[src/rtl/iss_regs.svh]
`ifndef ISS_REGS_SVH
`define ISS_REGS_SVH
// Delay from line sync to first valid pixel, in clocks
`define ISS_PIX_DELAY      4'd5
// Row blanking multiplier on the column granularity
`define ISS_BLANK_MULT     11'd35
// Stable time multiplier on the shutter granularity
`define ISS_STABLE_MULT    11'd5
// Least column and shutter granularities
`define ISS_COL_GRAN_BASE  11'd4
`define ISS_SH_GRAN_BASE   11'd32
// Clock period in ns and upload times in ns
`define ISS_CLK_NS         100
`define ISS_TPAR_NS        1000
`define ISS_TSER_NS        8000
`define ISS_TLOAD_PAR_NS   1000
`define ISS_TLOAD_SER_NS   16000
`define ISS_UPL_PAR_CYC    ((`ISS_TPAR_NS+`ISS_CLK_NS-1)/`ISS_CLK_NS)
`define ISS_UPL_SER_CYC    ((`ISS_TSER_NS+`ISS_CLK_NS-1)/`ISS_CLK_NS)
`define ISS_LOAD_PAR_CYC   ((`ISS_TLOAD_PAR_NS+`ISS_CLK_NS-1)/`ISS_CLK_NS)
`define ISS_LOAD_SER_CYC   ((`ISS_TLOAD_SER_NS+`ISS_CLK_NS-1)/`ISS_CLK_NS)
// Least reset and frame start widths in clocks
`define ISS_RESET_CYC      4'd5
`define ISS_FRAME_CYC      4'd3
// Number of reset levels, FIFO depth, counter widths
`define ISS_KNEE_STEPS     3'd4
`define ISS_FIFO_DEPTH     4
`define ISS_CW             11
`endif

[src/rtl/iss_pkg.sv]
package iss_pkg;
   typedef logic [10:0] iss_cnt_t;
   typedef logic [1:0]  iss_gran_t;
   typedef enum logic [3:0]
   {
      SQ_IDLE  = 4'h1,
      SQ_BLANK = 4'h2,
      SQ_DELAY = 4'h4,
      SQ_PIX   = 4'h8
   } iss_line_t;
   function automatic iss_cnt_t iss_scale(iss_cnt_t base, iss_gran_t g,
                                          iss_cnt_t mult);
      iss_cnt_t s;
      s = base << g;
      return 11'(s * mult);
   endfunction
endpackage

[src/rtl/iss_link_if.sv]
`timescale 1ns/10ps
`default_nettype none
interface iss_link_if;
   logic        sysReset;
   logic        frameStart;
   logic        lineClock;
   logic        xLoad;
   logic        shutterStart;
   logic        shutterStop;
   logic        rollingMode;
   logic [1:0]  columnSeqGranularity;
   logic [1:0]  shutterSeqGranularity;
   logic [1:0]  resetLevelSelect;
   logic        resetLevelEnable;
   logic [10:0] xPointer;
   logic [10:0] resetRowPointer;
   logic [10:0] readRowPointer;
   logic [10:0] lineCountSetting;
   logic [10:0] pixelCountSetting;
   logic [10:0] intTime;
   logic        pixelValid;
   logic        timeOut;
   logic        lastLine;
   logic        pixelOutValid;
   logic [10:0] analogPixelOutput;
   modport sensor (input sysReset, frameStart, lineClock, xLoad,
      shutterStart, shutterStop, rollingMode, columnSeqGranularity,
      shutterSeqGranularity, resetLevelSelect, resetLevelEnable,
      xPointer, resetRowPointer, readRowPointer, lineCountSetting,
      pixelCountSetting, intTime,
      output pixelValid, timeOut, lastLine, pixelOutValid,
      analogPixelOutput);
   modport ctrl (output sysReset, frameStart, lineClock, xLoad,
      shutterStart, shutterStop, rollingMode, columnSeqGranularity,
      shutterSeqGranularity, resetLevelSelect, resetLevelEnable,
      xPointer, resetRowPointer, readRowPointer, lineCountSetting,
      pixelCountSetting, intTime,
      input pixelValid, timeOut, lastLine, pixelOutValid,
      analogPixelOutput);
endinterface
`default_nettype wire

[src/rtl/iss_fifo.sv]
`timescale 1ns/10ps
`default_nettype none
module iss_fifo
#(
   parameter int WIDTH = 11,
   parameter int DEPTH = 4
)
(
   input  wire logic             mclk,
   input  wire logic             rst_b,
   input  wire logic             inValid,
   output logic                  inReady,
   input  wire logic [WIDTH-1:0] inData,
   output logic                  outValid,
   input  wire logic             outReady,
   output logic      [WIDTH-1:0] outData
);
   localparam int AW = $clog2(DEPTH);
   logic [WIDTH-1:0] mem [DEPTH];
   logic [AW-1:0]    wrPtr_q;
   logic [AW-1:0]    rdPtr_q;
   logic [AW:0]      count_q;
   logic             push;
   logic             pop;

   assign inReady  = (count_q != (AW+1)'(DEPTH));
   assign outValid = (count_q != '0);
   assign outData  = mem[rdPtr_q];
   assign push     = inValid && inReady;
   assign pop      = outValid && outReady;

   always_ff @(posedge mclk)
   begin
      if (push)
         mem[wrPtr_q] <= inData;
   end

   always_ff @(posedge mclk or negedge rst_b)
   begin
      if (!rst_b)
      begin
         wrPtr_q <= '0;
         rdPtr_q <= '0;
         count_q <= '0;
      end
      else
      begin
         if (push)
            wrPtr_q <= (wrPtr_q == AW'(DEPTH-1)) ? '0 : wrPtr_q + 1'b1;
         if (pop)
            rdPtr_q <= (rdPtr_q == AW'(DEPTH-1)) ? '0 : rdPtr_q + 1'b1;
         count_q <= count_q + (AW+1)'(push) - (AW+1)'(pop);
      end
   end
endmodule // iss_fifo
`default_nettype wire

[src/rtl/iss_sensor.sv]
`timescale 1ns/10ps
`default_nettype none
`include "iss_regs.svh"
module iss_sensor
   import iss_pkg::*;
(
   input  wire logic mclk,
   input  wire logic rst_b,
   iss_link_if.sensor lnk,
   output logic      calibrate,
   output logic [10:0] readRowShift,
   output logic [10:0] resetRowShift,
   output logic [2:0]  resetLevel
);
   ////////////////////////////////////////////////////////////////////
   // Pin synchronisers: inputs arrive from another chip
   logic [1:0] rstS_q, fsS_q, lcS_q, xlS_q, ssaS_q, ssoS_q;
   logic       gRst, fs, lc, xl, ssa, sso;
   logic       fsD_q, lcD_q, xlD_q, ssaD_q;
   always_ff @(posedge mclk or negedge rst_b)
   begin
      if (!rst_b)
      begin
         rstS_q <= '0;
         fsS_q  <= '0;
         lcS_q  <= '0;
         xlS_q  <= '0;
         ssaS_q <= '0;
         ssoS_q <= '0;
         fsD_q  <= 1'b0;
         lcD_q  <= 1'b0;
         xlD_q  <= 1'b0;
         ssaD_q <= 1'b0;
      end
      else
      begin
         rstS_q <= {rstS_q[0], lnk.sysReset};
         fsS_q  <= {fsS_q[0], lnk.frameStart};
         lcS_q  <= {lcS_q[0], lnk.lineClock};
         xlS_q  <= {xlS_q[0], lnk.xLoad};
         ssaS_q <= {ssaS_q[0], lnk.shutterStart};
         ssoS_q <= {ssoS_q[0], lnk.shutterStop};
         fsD_q  <= fsS_q[1];
         lcD_q  <= lcS_q[1];
         xlD_q  <= xlS_q[1];
         ssaD_q <= ssaS_q[1];
      end
   end
   assign gRst = rstS_q[1];
   // Edges for all but system reset and shutter stop, which act as levels; a pulse held two edges still acts once
   assign fs  = fsS_q[1] && !fsD_q;
   assign lc  = lcS_q[1] && !lcD_q;
   assign xl  = xlS_q[1] && !xlD_q;
   assign ssa = ssaS_q[1] && !ssaD_q;
   assign sso = ssoS_q[1];

   ////////////////////////////////////////////////////////////////////
   // Line sequencer
   iss_line_t  st_q;
   iss_cnt_t   cnt_q;
   iss_cnt_t   pix_q;
   iss_cnt_t   xShift_q;
   logic       pv_q;
   logic       dat_q;
   iss_cnt_t   blankLen;
   assign blankLen = iss_scale(`ISS_COL_GRAN_BASE, lnk.columnSeqGranularity,
                               `ISS_BLANK_MULT);

   always_ff @(posedge mclk or negedge rst_b)
   begin
      if (!rst_b)
      begin
         st_q     <= SQ_IDLE;
         cnt_q    <= '0;
         pix_q    <= '0;
         xShift_q <= '0;
         pv_q     <= 1'b0;
         dat_q    <= 1'b0;
      end
      else if (gRst)
      begin
         st_q     <= SQ_IDLE;
         cnt_q    <= '0;
         pix_q    <= '0;
         xShift_q <= '0;
         pv_q     <= 1'b0;
         dat_q    <= 1'b0;
      end
      else if (xl)
      begin
         // Forced sync replaces the internal one
         xShift_q <= lnk.xPointer;
         st_q     <= SQ_DELAY;
         cnt_q    <= '0;
         pix_q    <= '0;
         pv_q     <= 1'b1;
         dat_q    <= 1'b0;
      end
      else
      begin
         case (st_q)
            SQ_IDLE:
            begin
               dat_q <= 1'b0;
               pv_q  <= 1'b0;
               if (lc)
               begin
                  st_q  <= SQ_BLANK;
                  cnt_q <= '0;
               end
            end
            SQ_BLANK:
            begin
               if (cnt_q == blankLen - 11'd1)
               begin
                  st_q     <= SQ_DELAY;
                  cnt_q    <= '0;
                  pv_q     <= 1'b1;
                  xShift_q <= '0;
               end
               else
                  cnt_q <= cnt_q + 11'd1;
            end
            SQ_DELAY:
            begin
               // The FIFO stage supplies the last clock of the delay
               if (cnt_q == 11'(`ISS_PIX_DELAY) - 11'd2)
               begin
                  st_q  <= SQ_PIX;
                  dat_q <= 1'b1;
               end
               else
                  cnt_q <= cnt_q + 11'd1;
            end
            SQ_PIX:
            begin
               xShift_q <= xShift_q + 11'd1;
               if (pix_q == lnk.pixelCountSetting - 11'd1)
               begin
                  // Valid drops one clock later, with the last pixel out
                  st_q  <= SQ_IDLE;
               end
               else
                  pix_q <= pix_q + 11'd1;
            end
            default: st_q <= SQ_IDLE;
         endcase
      end
   end

   ////////////////////////////////////////////////////////////////////
   // Frame, rows and integration
   iss_cnt_t lineNo_q, intCnt_q;
   logic     to_q, ll_q, cal_q, armed_q;
   logic [2:0] lvl_q;
   always_ff @(posedge mclk or negedge rst_b)
   begin
      if (!rst_b)
      begin
         lineNo_q <= '0;
         intCnt_q <= '0;
         to_q     <= 1'b0;
         ll_q     <= 1'b0;
         cal_q    <= 1'b0;
         armed_q  <= 1'b0;
         lvl_q    <= '0;
         readRowShift  <= '0;
         resetRowShift <= '0;
      end
      else if (gRst)
      begin
         lineNo_q <= '0;
         intCnt_q <= '0;
         to_q     <= 1'b0;
         ll_q     <= 1'b0;
         cal_q    <= 1'b0;
         armed_q  <= 1'b0;
         lvl_q    <= '0;
         readRowShift  <= '0;
         resetRowShift <= '0;
      end
      else
      begin
         to_q  <= 1'b0;
         cal_q <= fs;
         if (fs)
         begin
            readRowShift <= lnk.readRowPointer;
            lineNo_q     <= '0;
            armed_q      <= lnk.rollingMode;
            ll_q         <= 1'b0;
         end
         else if (lc)
         begin
            lineNo_q <= lineNo_q + 11'd1;
            ll_q <= (lineNo_q + 11'd1 == lnk.lineCountSetting);
            readRowShift <= readRowShift + 11'd1;
            resetRowShift <= resetRowShift + 11'd1;
            // Reset row sync after intTime lines, in rolling mode only
            if (armed_q && (lineNo_q + 11'd1 == lnk.intTime))
            begin
               resetRowShift <= lnk.resetRowPointer;
               to_q    <= 1'b1;
               armed_q <= 1'b0;
            end
         end
         if (ssa)
         begin
            intCnt_q <= '0;
            // Level 0 is the normal reset; 1..4 are lower ones
            lvl_q <= lnk.resetLevelEnable ?
                     {1'b0, lnk.resetLevelSelect} + 3'd1 : 3'd0;
         end
         else if (!sso && !lnk.rollingMode)
            intCnt_q <= intCnt_q + 11'd1;
         if (!lnk.rollingMode && !ssa && intCnt_q == lnk.intTime
             && intCnt_q != '0)
            to_q <= 1'b1;
      end
   end
   assign calibrate  = cal_q;
   assign resetLevel = lvl_q;

   ////////////////////////////////////////////////////////////////////
   // Pixel data path through the FIFO; outReady is tied high, so the sink never stalls it
   logic fifoReady;
   iss_fifo #(.WIDTH(11), .DEPTH(`ISS_FIFO_DEPTH)) u_fifo
   (
      .mclk     (mclk),
      .rst_b    (rst_b),
      .inValid  (dat_q && st_q == SQ_PIX),
      .inReady  (fifoReady),
      .inData   (xShift_q),
      .outValid (lnk.pixelOutValid),
      .outReady (1'b1),
      .outData  (lnk.analogPixelOutput)
   );
   assign lnk.pixelValid = pv_q;
   assign lnk.timeOut    = to_q;
   assign lnk.lastLine   = ll_q;
endmodule // iss_sensor
`default_nettype wire

[src/flat_wrapper.sv]
// flat-port wrapper written by rule: the top's interface ports become plain ports
module iss_sensor_flat import iss_pkg::*;
  (mclk, rst_b, calibrate, readRowShift, resetRowShift, resetLevel, lnk_sysReset, lnk_frameStart, lnk_lineClock, lnk_xLoad, lnk_shutterStart, lnk_shutterStop, lnk_rollingMode, lnk_columnSeqGranularity, lnk_shutterSeqGranularity, lnk_resetLevelSelect, lnk_resetLevelEnable, lnk_xPointer, lnk_resetRowPointer, lnk_readRowPointer, lnk_lineCountSetting, lnk_pixelCountSetting, lnk_intTime, lnk_pixelValid, lnk_timeOut, lnk_lastLine, lnk_pixelOutValid, lnk_analogPixelOutput);
  iss_link_if lnk_i ();
  input  wire logic mclk;
  input  wire logic rst_b;
  output logic calibrate;
  output logic [10:0] readRowShift;
  output logic [10:0] resetRowShift;
  output logic [2:0] resetLevel;
  input wire logic [$bits(lnk_i.sysReset)-1:0] lnk_sysReset;
  input wire logic [$bits(lnk_i.frameStart)-1:0] lnk_frameStart;
  input wire logic [$bits(lnk_i.lineClock)-1:0] lnk_lineClock;
  input wire logic [$bits(lnk_i.xLoad)-1:0] lnk_xLoad;
  input wire logic [$bits(lnk_i.shutterStart)-1:0] lnk_shutterStart;
  input wire logic [$bits(lnk_i.shutterStop)-1:0] lnk_shutterStop;
  input wire logic [$bits(lnk_i.rollingMode)-1:0] lnk_rollingMode;
  input wire logic [$bits(lnk_i.columnSeqGranularity)-1:0] lnk_columnSeqGranularity;
  input wire logic [$bits(lnk_i.shutterSeqGranularity)-1:0] lnk_shutterSeqGranularity;
  input wire logic [$bits(lnk_i.resetLevelSelect)-1:0] lnk_resetLevelSelect;
  input wire logic [$bits(lnk_i.resetLevelEnable)-1:0] lnk_resetLevelEnable;
  input wire logic [$bits(lnk_i.xPointer)-1:0] lnk_xPointer;
  input wire logic [$bits(lnk_i.resetRowPointer)-1:0] lnk_resetRowPointer;
  input wire logic [$bits(lnk_i.readRowPointer)-1:0] lnk_readRowPointer;
  input wire logic [$bits(lnk_i.lineCountSetting)-1:0] lnk_lineCountSetting;
  input wire logic [$bits(lnk_i.pixelCountSetting)-1:0] lnk_pixelCountSetting;
  input wire logic [$bits(lnk_i.intTime)-1:0] lnk_intTime;
  output wire logic [$bits(lnk_i.pixelValid)-1:0] lnk_pixelValid;
  output wire logic [$bits(lnk_i.timeOut)-1:0] lnk_timeOut;
  output wire logic [$bits(lnk_i.lastLine)-1:0] lnk_lastLine;
  output wire logic [$bits(lnk_i.pixelOutValid)-1:0] lnk_pixelOutValid;
  output wire logic [$bits(lnk_i.analogPixelOutput)-1:0] lnk_analogPixelOutput;
  assign lnk_i.sysReset = lnk_sysReset;
  assign lnk_i.frameStart = lnk_frameStart;
  assign lnk_i.lineClock = lnk_lineClock;
  assign lnk_i.xLoad = lnk_xLoad;
  assign lnk_i.shutterStart = lnk_shutterStart;
  assign lnk_i.shutterStop = lnk_shutterStop;
  assign lnk_i.rollingMode = lnk_rollingMode;
  assign lnk_i.columnSeqGranularity = lnk_columnSeqGranularity;
  assign lnk_i.shutterSeqGranularity = lnk_shutterSeqGranularity;
  assign lnk_i.resetLevelSelect = lnk_resetLevelSelect;
  assign lnk_i.resetLevelEnable = lnk_resetLevelEnable;
  assign lnk_i.xPointer = lnk_xPointer;
  assign lnk_i.resetRowPointer = lnk_resetRowPointer;
  assign lnk_i.readRowPointer = lnk_readRowPointer;
  assign lnk_i.lineCountSetting = lnk_lineCountSetting;
  assign lnk_i.pixelCountSetting = lnk_pixelCountSetting;
  assign lnk_i.intTime = lnk_intTime;
  assign lnk_pixelValid = lnk_i.pixelValid;
  assign lnk_timeOut = lnk_i.timeOut;
  assign lnk_lastLine = lnk_i.lastLine;
  assign lnk_pixelOutValid = lnk_i.pixelOutValid;
  assign lnk_analogPixelOutput = lnk_i.analogPixelOutput;
  iss_sensor u_core (.mclk(mclk), .rst_b(rst_b), .lnk(lnk_i), .calibrate(calibrate), .readRowShift(readRowShift), .resetRowShift(resetRowShift), .resetLevel(resetLevel));
endmodule
[config.mk]
export PLATFORM = sky130hd
export DESIGN_NAME = iss_sensor_flat
export DESIGN_NICKNAME = d
export VERILOG_FILES = /design/src/rtl/iss_pkg.sv /design/src/rtl/iss_link_if.sv /design/src/rtl/iss_fifo.sv /design/src/rtl/iss_sensor.sv /design/src/flat_wrapper.sv
export VERILOG_INCLUDE_DIRS = /design/src /design/src/rtl
export SDC_FILE = /design/constraint.sdc
export NUM_CORES = 1
export LEC_CHECK = 0
export BUFFER_PORTS_ARGS = -buffer_cell sky130_fd_sc_hd__buf_2
export CAP_MARGIN = 20
export CORE_MARGIN = 3
export CORE_UTILIZATION = 50
export DETAILED_ROUTE_END_ITERATION = 12
export PLACE_DENSITY = 0.71
export SETUP_SLACK_MARGIN = 0.3
export SLEW_MARGIN = 40
export SYNTH_ARGS = -nofsm -noshare
export SYNTH_HDL_FRONTEND = slang
export SYNTH_SLANG_ARGS = --single-unit
export TNS_END_PERCENT = 1
[constraint.sdc]
create_clock -name mclk -period 6.2 [get_ports mclk]
set_input_delay 1.24 -clock mclk [delete_from_list [all_inputs] [get_ports mclk]]
set_output_delay 1.24 -clock mclk [all_outputs]
set_load 0.05 [all_outputs]
After elaboration in Yosys (flattened, before gate mapping):

Memories as Yosys holds them, arrays and structs flattened.
Cells that the tools add are included.

* add/subtract/negate cells: 14
* multipliers: 1
* shifts and indexed selects: 1
* reductions and logical operators: 38
* equality and inequality tests: 20
* multiplexer cells: 62

Operators with widths (number)
* $mux 11: 25
* $add 11x1->11 const B: 7
* $eq 11x11->1: 5
* $pmux 11 s3: 1
* $mux 4: 6
* $pmux 11 s2: 1
* $sub 11x1->11 const B: 2
* $mux 1: 21
* $ne 4x1->1 const B: 4
* $pmux 4 s4: 1
* $reduce_bool 3->1: 5
* $reduce_and 2->1: 6
* $reduce_bool 4->1: 3
* $eq 11x2->1 const B: 1
* $logic_and 1x1->1: 11
* $mul 11x6->11 const B: 1
* $reduce_bool 11->1: 1
* $shl 3x2->11 const A: 1
* $mux 3: 3
* $logic_not 1->1: 7
* $reduce_bool 5->1: 1
* $add 2x1->2 const B: 2
* $eq 2x2->1 const B: 2
* $eq 4x1->1 const B: 1
* other kinds (15): 18

* memories: 1
* bits in registers: 113
* input bits: 82
* logic and storage cells: 165
* memory bits (writable): 44

Memory list
* u_core.u_fifo.mem: words 4, width 11, read ports 1, clocked after Yosys merged registers in 0, write ports 1, RTL line iss_fifo.sv:19 `logic [WIDTH-1:0] mem [DEPTH];`

Longest topological paths before layout:

* depth in word-level cells: 8
* depth in mapped cells: 11

Cells and area by module:

Synthesis repeated with hierarchy kept, for this count alone.

* cells, all modules: 842
* area, all modules: 8570.7 um2

Modules (own cells, without submodules)
* iss_sensor: cells an instance 747, instances 1, area each 6542.5 um2, seq. area each 2653.8 um2
* iss_fifo: cells an instance 95, instances 1, area each 2028.2 um2, seq. area each 1496.4 um2

Worst setup path before layout:

No wires, ideal clock.

* kind: input to register
* start: input port lnk_pixelCountSetting[1]
* end: register u_core.pix_q[9]
* arrival time: 3182 ps
* cell stages on the path: 8
* setup slack: 2940 ps
* data required time: 6122 ps
* cell sequence: or3_4 -> or3_1 -> and3_4 -> o31ai_4 -> a211oi_2 -> buf_6 -> or4_1 -> a21oi_1

* longest elaborated chain between the ends: 4

Ends and longest elaborated chain
* start: declaration: RTL line flat_wrapper.sv:26 `input wire logic [$bits(lnk_i.pixelCountSetting)-1:0] lnk_pixelCountSetting;`
* $sub 11x1->11: RTL line iss_sensor.sv:138 `if (pix_q == lnk.pixelCountSetting - 11'd1)`
* $eq 11x11->1: RTL line iss_sensor.sv:138
* $ne 3x1->1 (no source line)
* $reduce_and 2->1 (no source line)
* end signal: assignment: RTL line iss_sensor.sv:144 `pix_q <= pix_q + 11'd1;`
* end: declaration: RTL line iss_sensor.sv:61 `iss_cnt_t pix_q;`

No other way between the ends.
A chain may end at the register's enable or synchronous reset.

Worst setup path after layout:

* start: input port lnk_pixelCountSetting[3]
* end: register u_core.st_q[3]

* longest elaborated chain between the ends: 4

Ends and longest elaborated chain
* $sub 11x1->11: RTL line iss_sensor.sv:138
* $eq 11x11->1: RTL line iss_sensor.sv:138
* $ne 4x1->1 (no source line)
* $reduce_and 4->1 (no source line)
* end signal: assignment: RTL line iss_sensor.sv:129 `st_q <= SQ_PIX;`
* end signal: assignment: RTL line iss_sensor.sv:141 `st_q <= SQ_IDLE;`
* end signal: assignment: RTL line iss_sensor.sv:146 `default: st_q <= SQ_IDLE;`
* end: declaration: RTL line iss_sensor.sv:59 `iss_line_t st_q;`

No other way between the ends.

==> metrics.txt <==
row count 46; clock buffer depth 2; via count 6586; Crit path required time 6480 ps; Final Slew Violations 0; port bufs 120; DP Wirelength 13.6 mm; Num CTS Buffers 17; Post-synth EDFFs 44; TritonCTS clock tree yes; grt ovf 0; VDD IR max 0.191 mV; Top Metal Used met5; Post-synth top cells dfrtp_1 (112), nor2_1 (86), nand2_1 (56); floorplan core area 16200 um^2; global-route wire length before repair 30.8 mm; most numerous cell in the Yosys netlist dfrtp_1; syn_area_per_cell 10.2 um^2; clock root cell clkbuf_16; Clock Pin Slew Worst Setup and Hold Paths 60 ps; DRC viols 0; Final period util 0.525; Sink Count 157; worst-path fanout max 22; CP Capture Type register; Die ar. 18500 um^2; via/cell ratio 5.66; # hold bufs at CTS 0; Final Power 2260 uW; met3 routed WL 1.35 mm; CTS H-tree lvls 4; Tmin final 3250 ps; GP Congestion 0.877; share of cells above drive strength 1 0.197; final setup fails 0; post_cts resized 0; setup TNS 0 ps; Async SR Flop Fraction 0.720; status completed; final worst clock skew 10.4 ps; # fillers 1402; Worst-Margin Slew 743 ps; largest net degree at the start of global routing 64; vias in the first global route 6261; Yosys cell types 72; f_max 307 MHz; CP Class in2reg; Synth Warn # 0; ranking of synthesized cells by area dfrtp_1 (33%), edfxtp_1 (16%), xor2_1 (4.5%); Routed Antenna Nets 0; Yosys reg bits 157; drt wl/cell 16.5 um; Worst Setup Start Kind primary input; Max Cap Viol 0; final-report hold violation count 0; antenna violations before repair 3; worst hold path class reg2reg; Pre-antenna DRT Iters 5; final WL 19.2 mm; IO Pins 123; top cell type's share of synthesized area 0.331; synthesis-to-layout area growth 15.6%; Post-Syn Area 8480 um^2; Final #Nets 1033; first-iteration detailed-routing DRC count 417; Mapped Cells 832; syn nets 932; register area share after synthesis 0.490; Clk Latency, worst-skew pair 420 ps; Top FF cell, synth dfrtp_1; postcts setup bufs 0; Die Wd 136 um; Pwr Density 231 nW/um^2; Vert. Die Dim 136 um; Synth area leader dfrtp_1; GRT Util Overall 0.210; wl on met1 8.66 mm; met2 routed WL 8.84 mm; Lkg Pwr 0.00417 uW; RSZ-0062 raised after global routing no; Core Util, Final 0.604; crit path DAT 3530 ps; Worst slew margin 0.503; Initial Utilization 0.522
==> cell families (layout without fill, tap and decap cells) <==
family	after synthesis	after routing	synth area share
flops	157	157	0.490
compound gates	159	159	0.119
fa+ha+maj	18	18	0.0275
mux	24	24	0.0449
simple gates	313	313	0.192
other cells	0	2	0
xor+xnor	87	87	0.0915
buf+inv	74	188	0.0356
==> per-stage QoR <==
stage / instance area (um^2) / hold WS, ps / setup slack (ps) / cells
2_1_floorplan: 8480 / 331 / 2940 / 832
3_3_place_gp: 9220 / 332 / 2290 / 1130
3_5_place_dp: 9240 / 336 / 2480 / 1130
4_1_cts: 9790 / 350 / 2760 / 1162
5_1_grt: 9800 / 360 / 2720 / 1163
6_report: 9800 / 348 / 2950 / 1164
==> path summary, 6_finish.rpt <==
check,start,end,slack (ps),cells past startpoint
max reg2reg,u_core.lineNo_q[0]$_DFFE_PN0P_,u_core.resetRowShift[10]$_DFFE_PN0P_,3010,9
max in group asynchronous,rst_b,u_core.resetRowShift[10]$_DFFE_PN0P_,4350,2
max,lnk_pixelCountSetting[3],u_core.st_q[3]$_DFFE_PN0P_,2950,8
min in group asynchronous,rst_b,u_core.pix_q[7]$_DFFE_PN0P_,790,1
min,u_core.xlS_q[0]$_DFF_PN0_,u_core.xlS_q[1]$_DFF_PN0_,350,0
min reg2reg,u_core.xlS_q[0]$_DFF_PN0_,u_core.xlS_q[1]$_DFF_PN0_,350,0
==> worst max-delay path, cell delays in order <==
cell and delay [ps]:
buf_2 140, or3_1 390, nor4_1 410, o21ai_0 170, a31o_2 300, a211oi_4 570, nand2b_1 230, o21ai_0 80
==> power by group <==
part           internal [uW]  leakage (uW)  total [uW]  switching (uW)
sequential              1080       0.00196        1110            24.2
clock                    532      0.000270         964             431
combinational           67.8       0.00195         188             120
total                   1680       0.00417        2260             576
==> routing by layer <==
layer  track usage  vias up
li1              -     3211
met1         0.286     3144
met2         0.330      204
met3        0.0548       23
met4        0.0672        4
met5             0        -
==> final cells by class <==
cell class | count | area [um^2] | area share
Tap cell | 216 | 270 | 0.0276
Timing Repair Buffer | 126 | 652 | 0.0665
Clock inverter | 13 | 105 | 0.0107
Clock buffer | 19 | 443 | 0.0452
Antenna cell | 2 | 5.00 | 0.000511
Multi-Input combinational cell | 601 | 4060 | 0.414
Sequential cell | 157 | 4150 | 0.424
Inverter | 30 | 113 | 0.0115
==> cell usage in the layout (no fill, tap or decap), drive strengths merged, types with 4 or more instances in the layout <==
master	instances
ha	17
or4	4
nor4	10
inv	37
nor2	86
and2	5
mux4	11
nand2	56
o22ai	10
a21oi	42
nand2b	14
a22oi	7
or3	26
clkinv	5
clkbuf	19
a31oi	12
nand3b	4
edfxtp	44
xnor2	42
and3	15
o21ai	43
xor2	44
a211oi	12
o31ai	5
nand3	26
mux2i	11
nand4	22
buf	126
dfrtp	112
nor3	15
nor2b	8
==> sequential cells by signal, summed over array words and instances, names as in the netlist, 3 cells and up <==
register and flops:
u_core.u_fifo.mem 44, u_core.cnt_q 11, u_core.intCnt_q 11, u_core.lineNo_q 11
u_core.pix_q 11, u_core.readRowShift 11, u_core.resetRowShift 11, u_core.xShift_q 11
u_core.st_q 4, u_core.resetLevel 3, u_core.u_fifo.count_q 3
No activity file was read; power rests on OpenSTA's default activity.
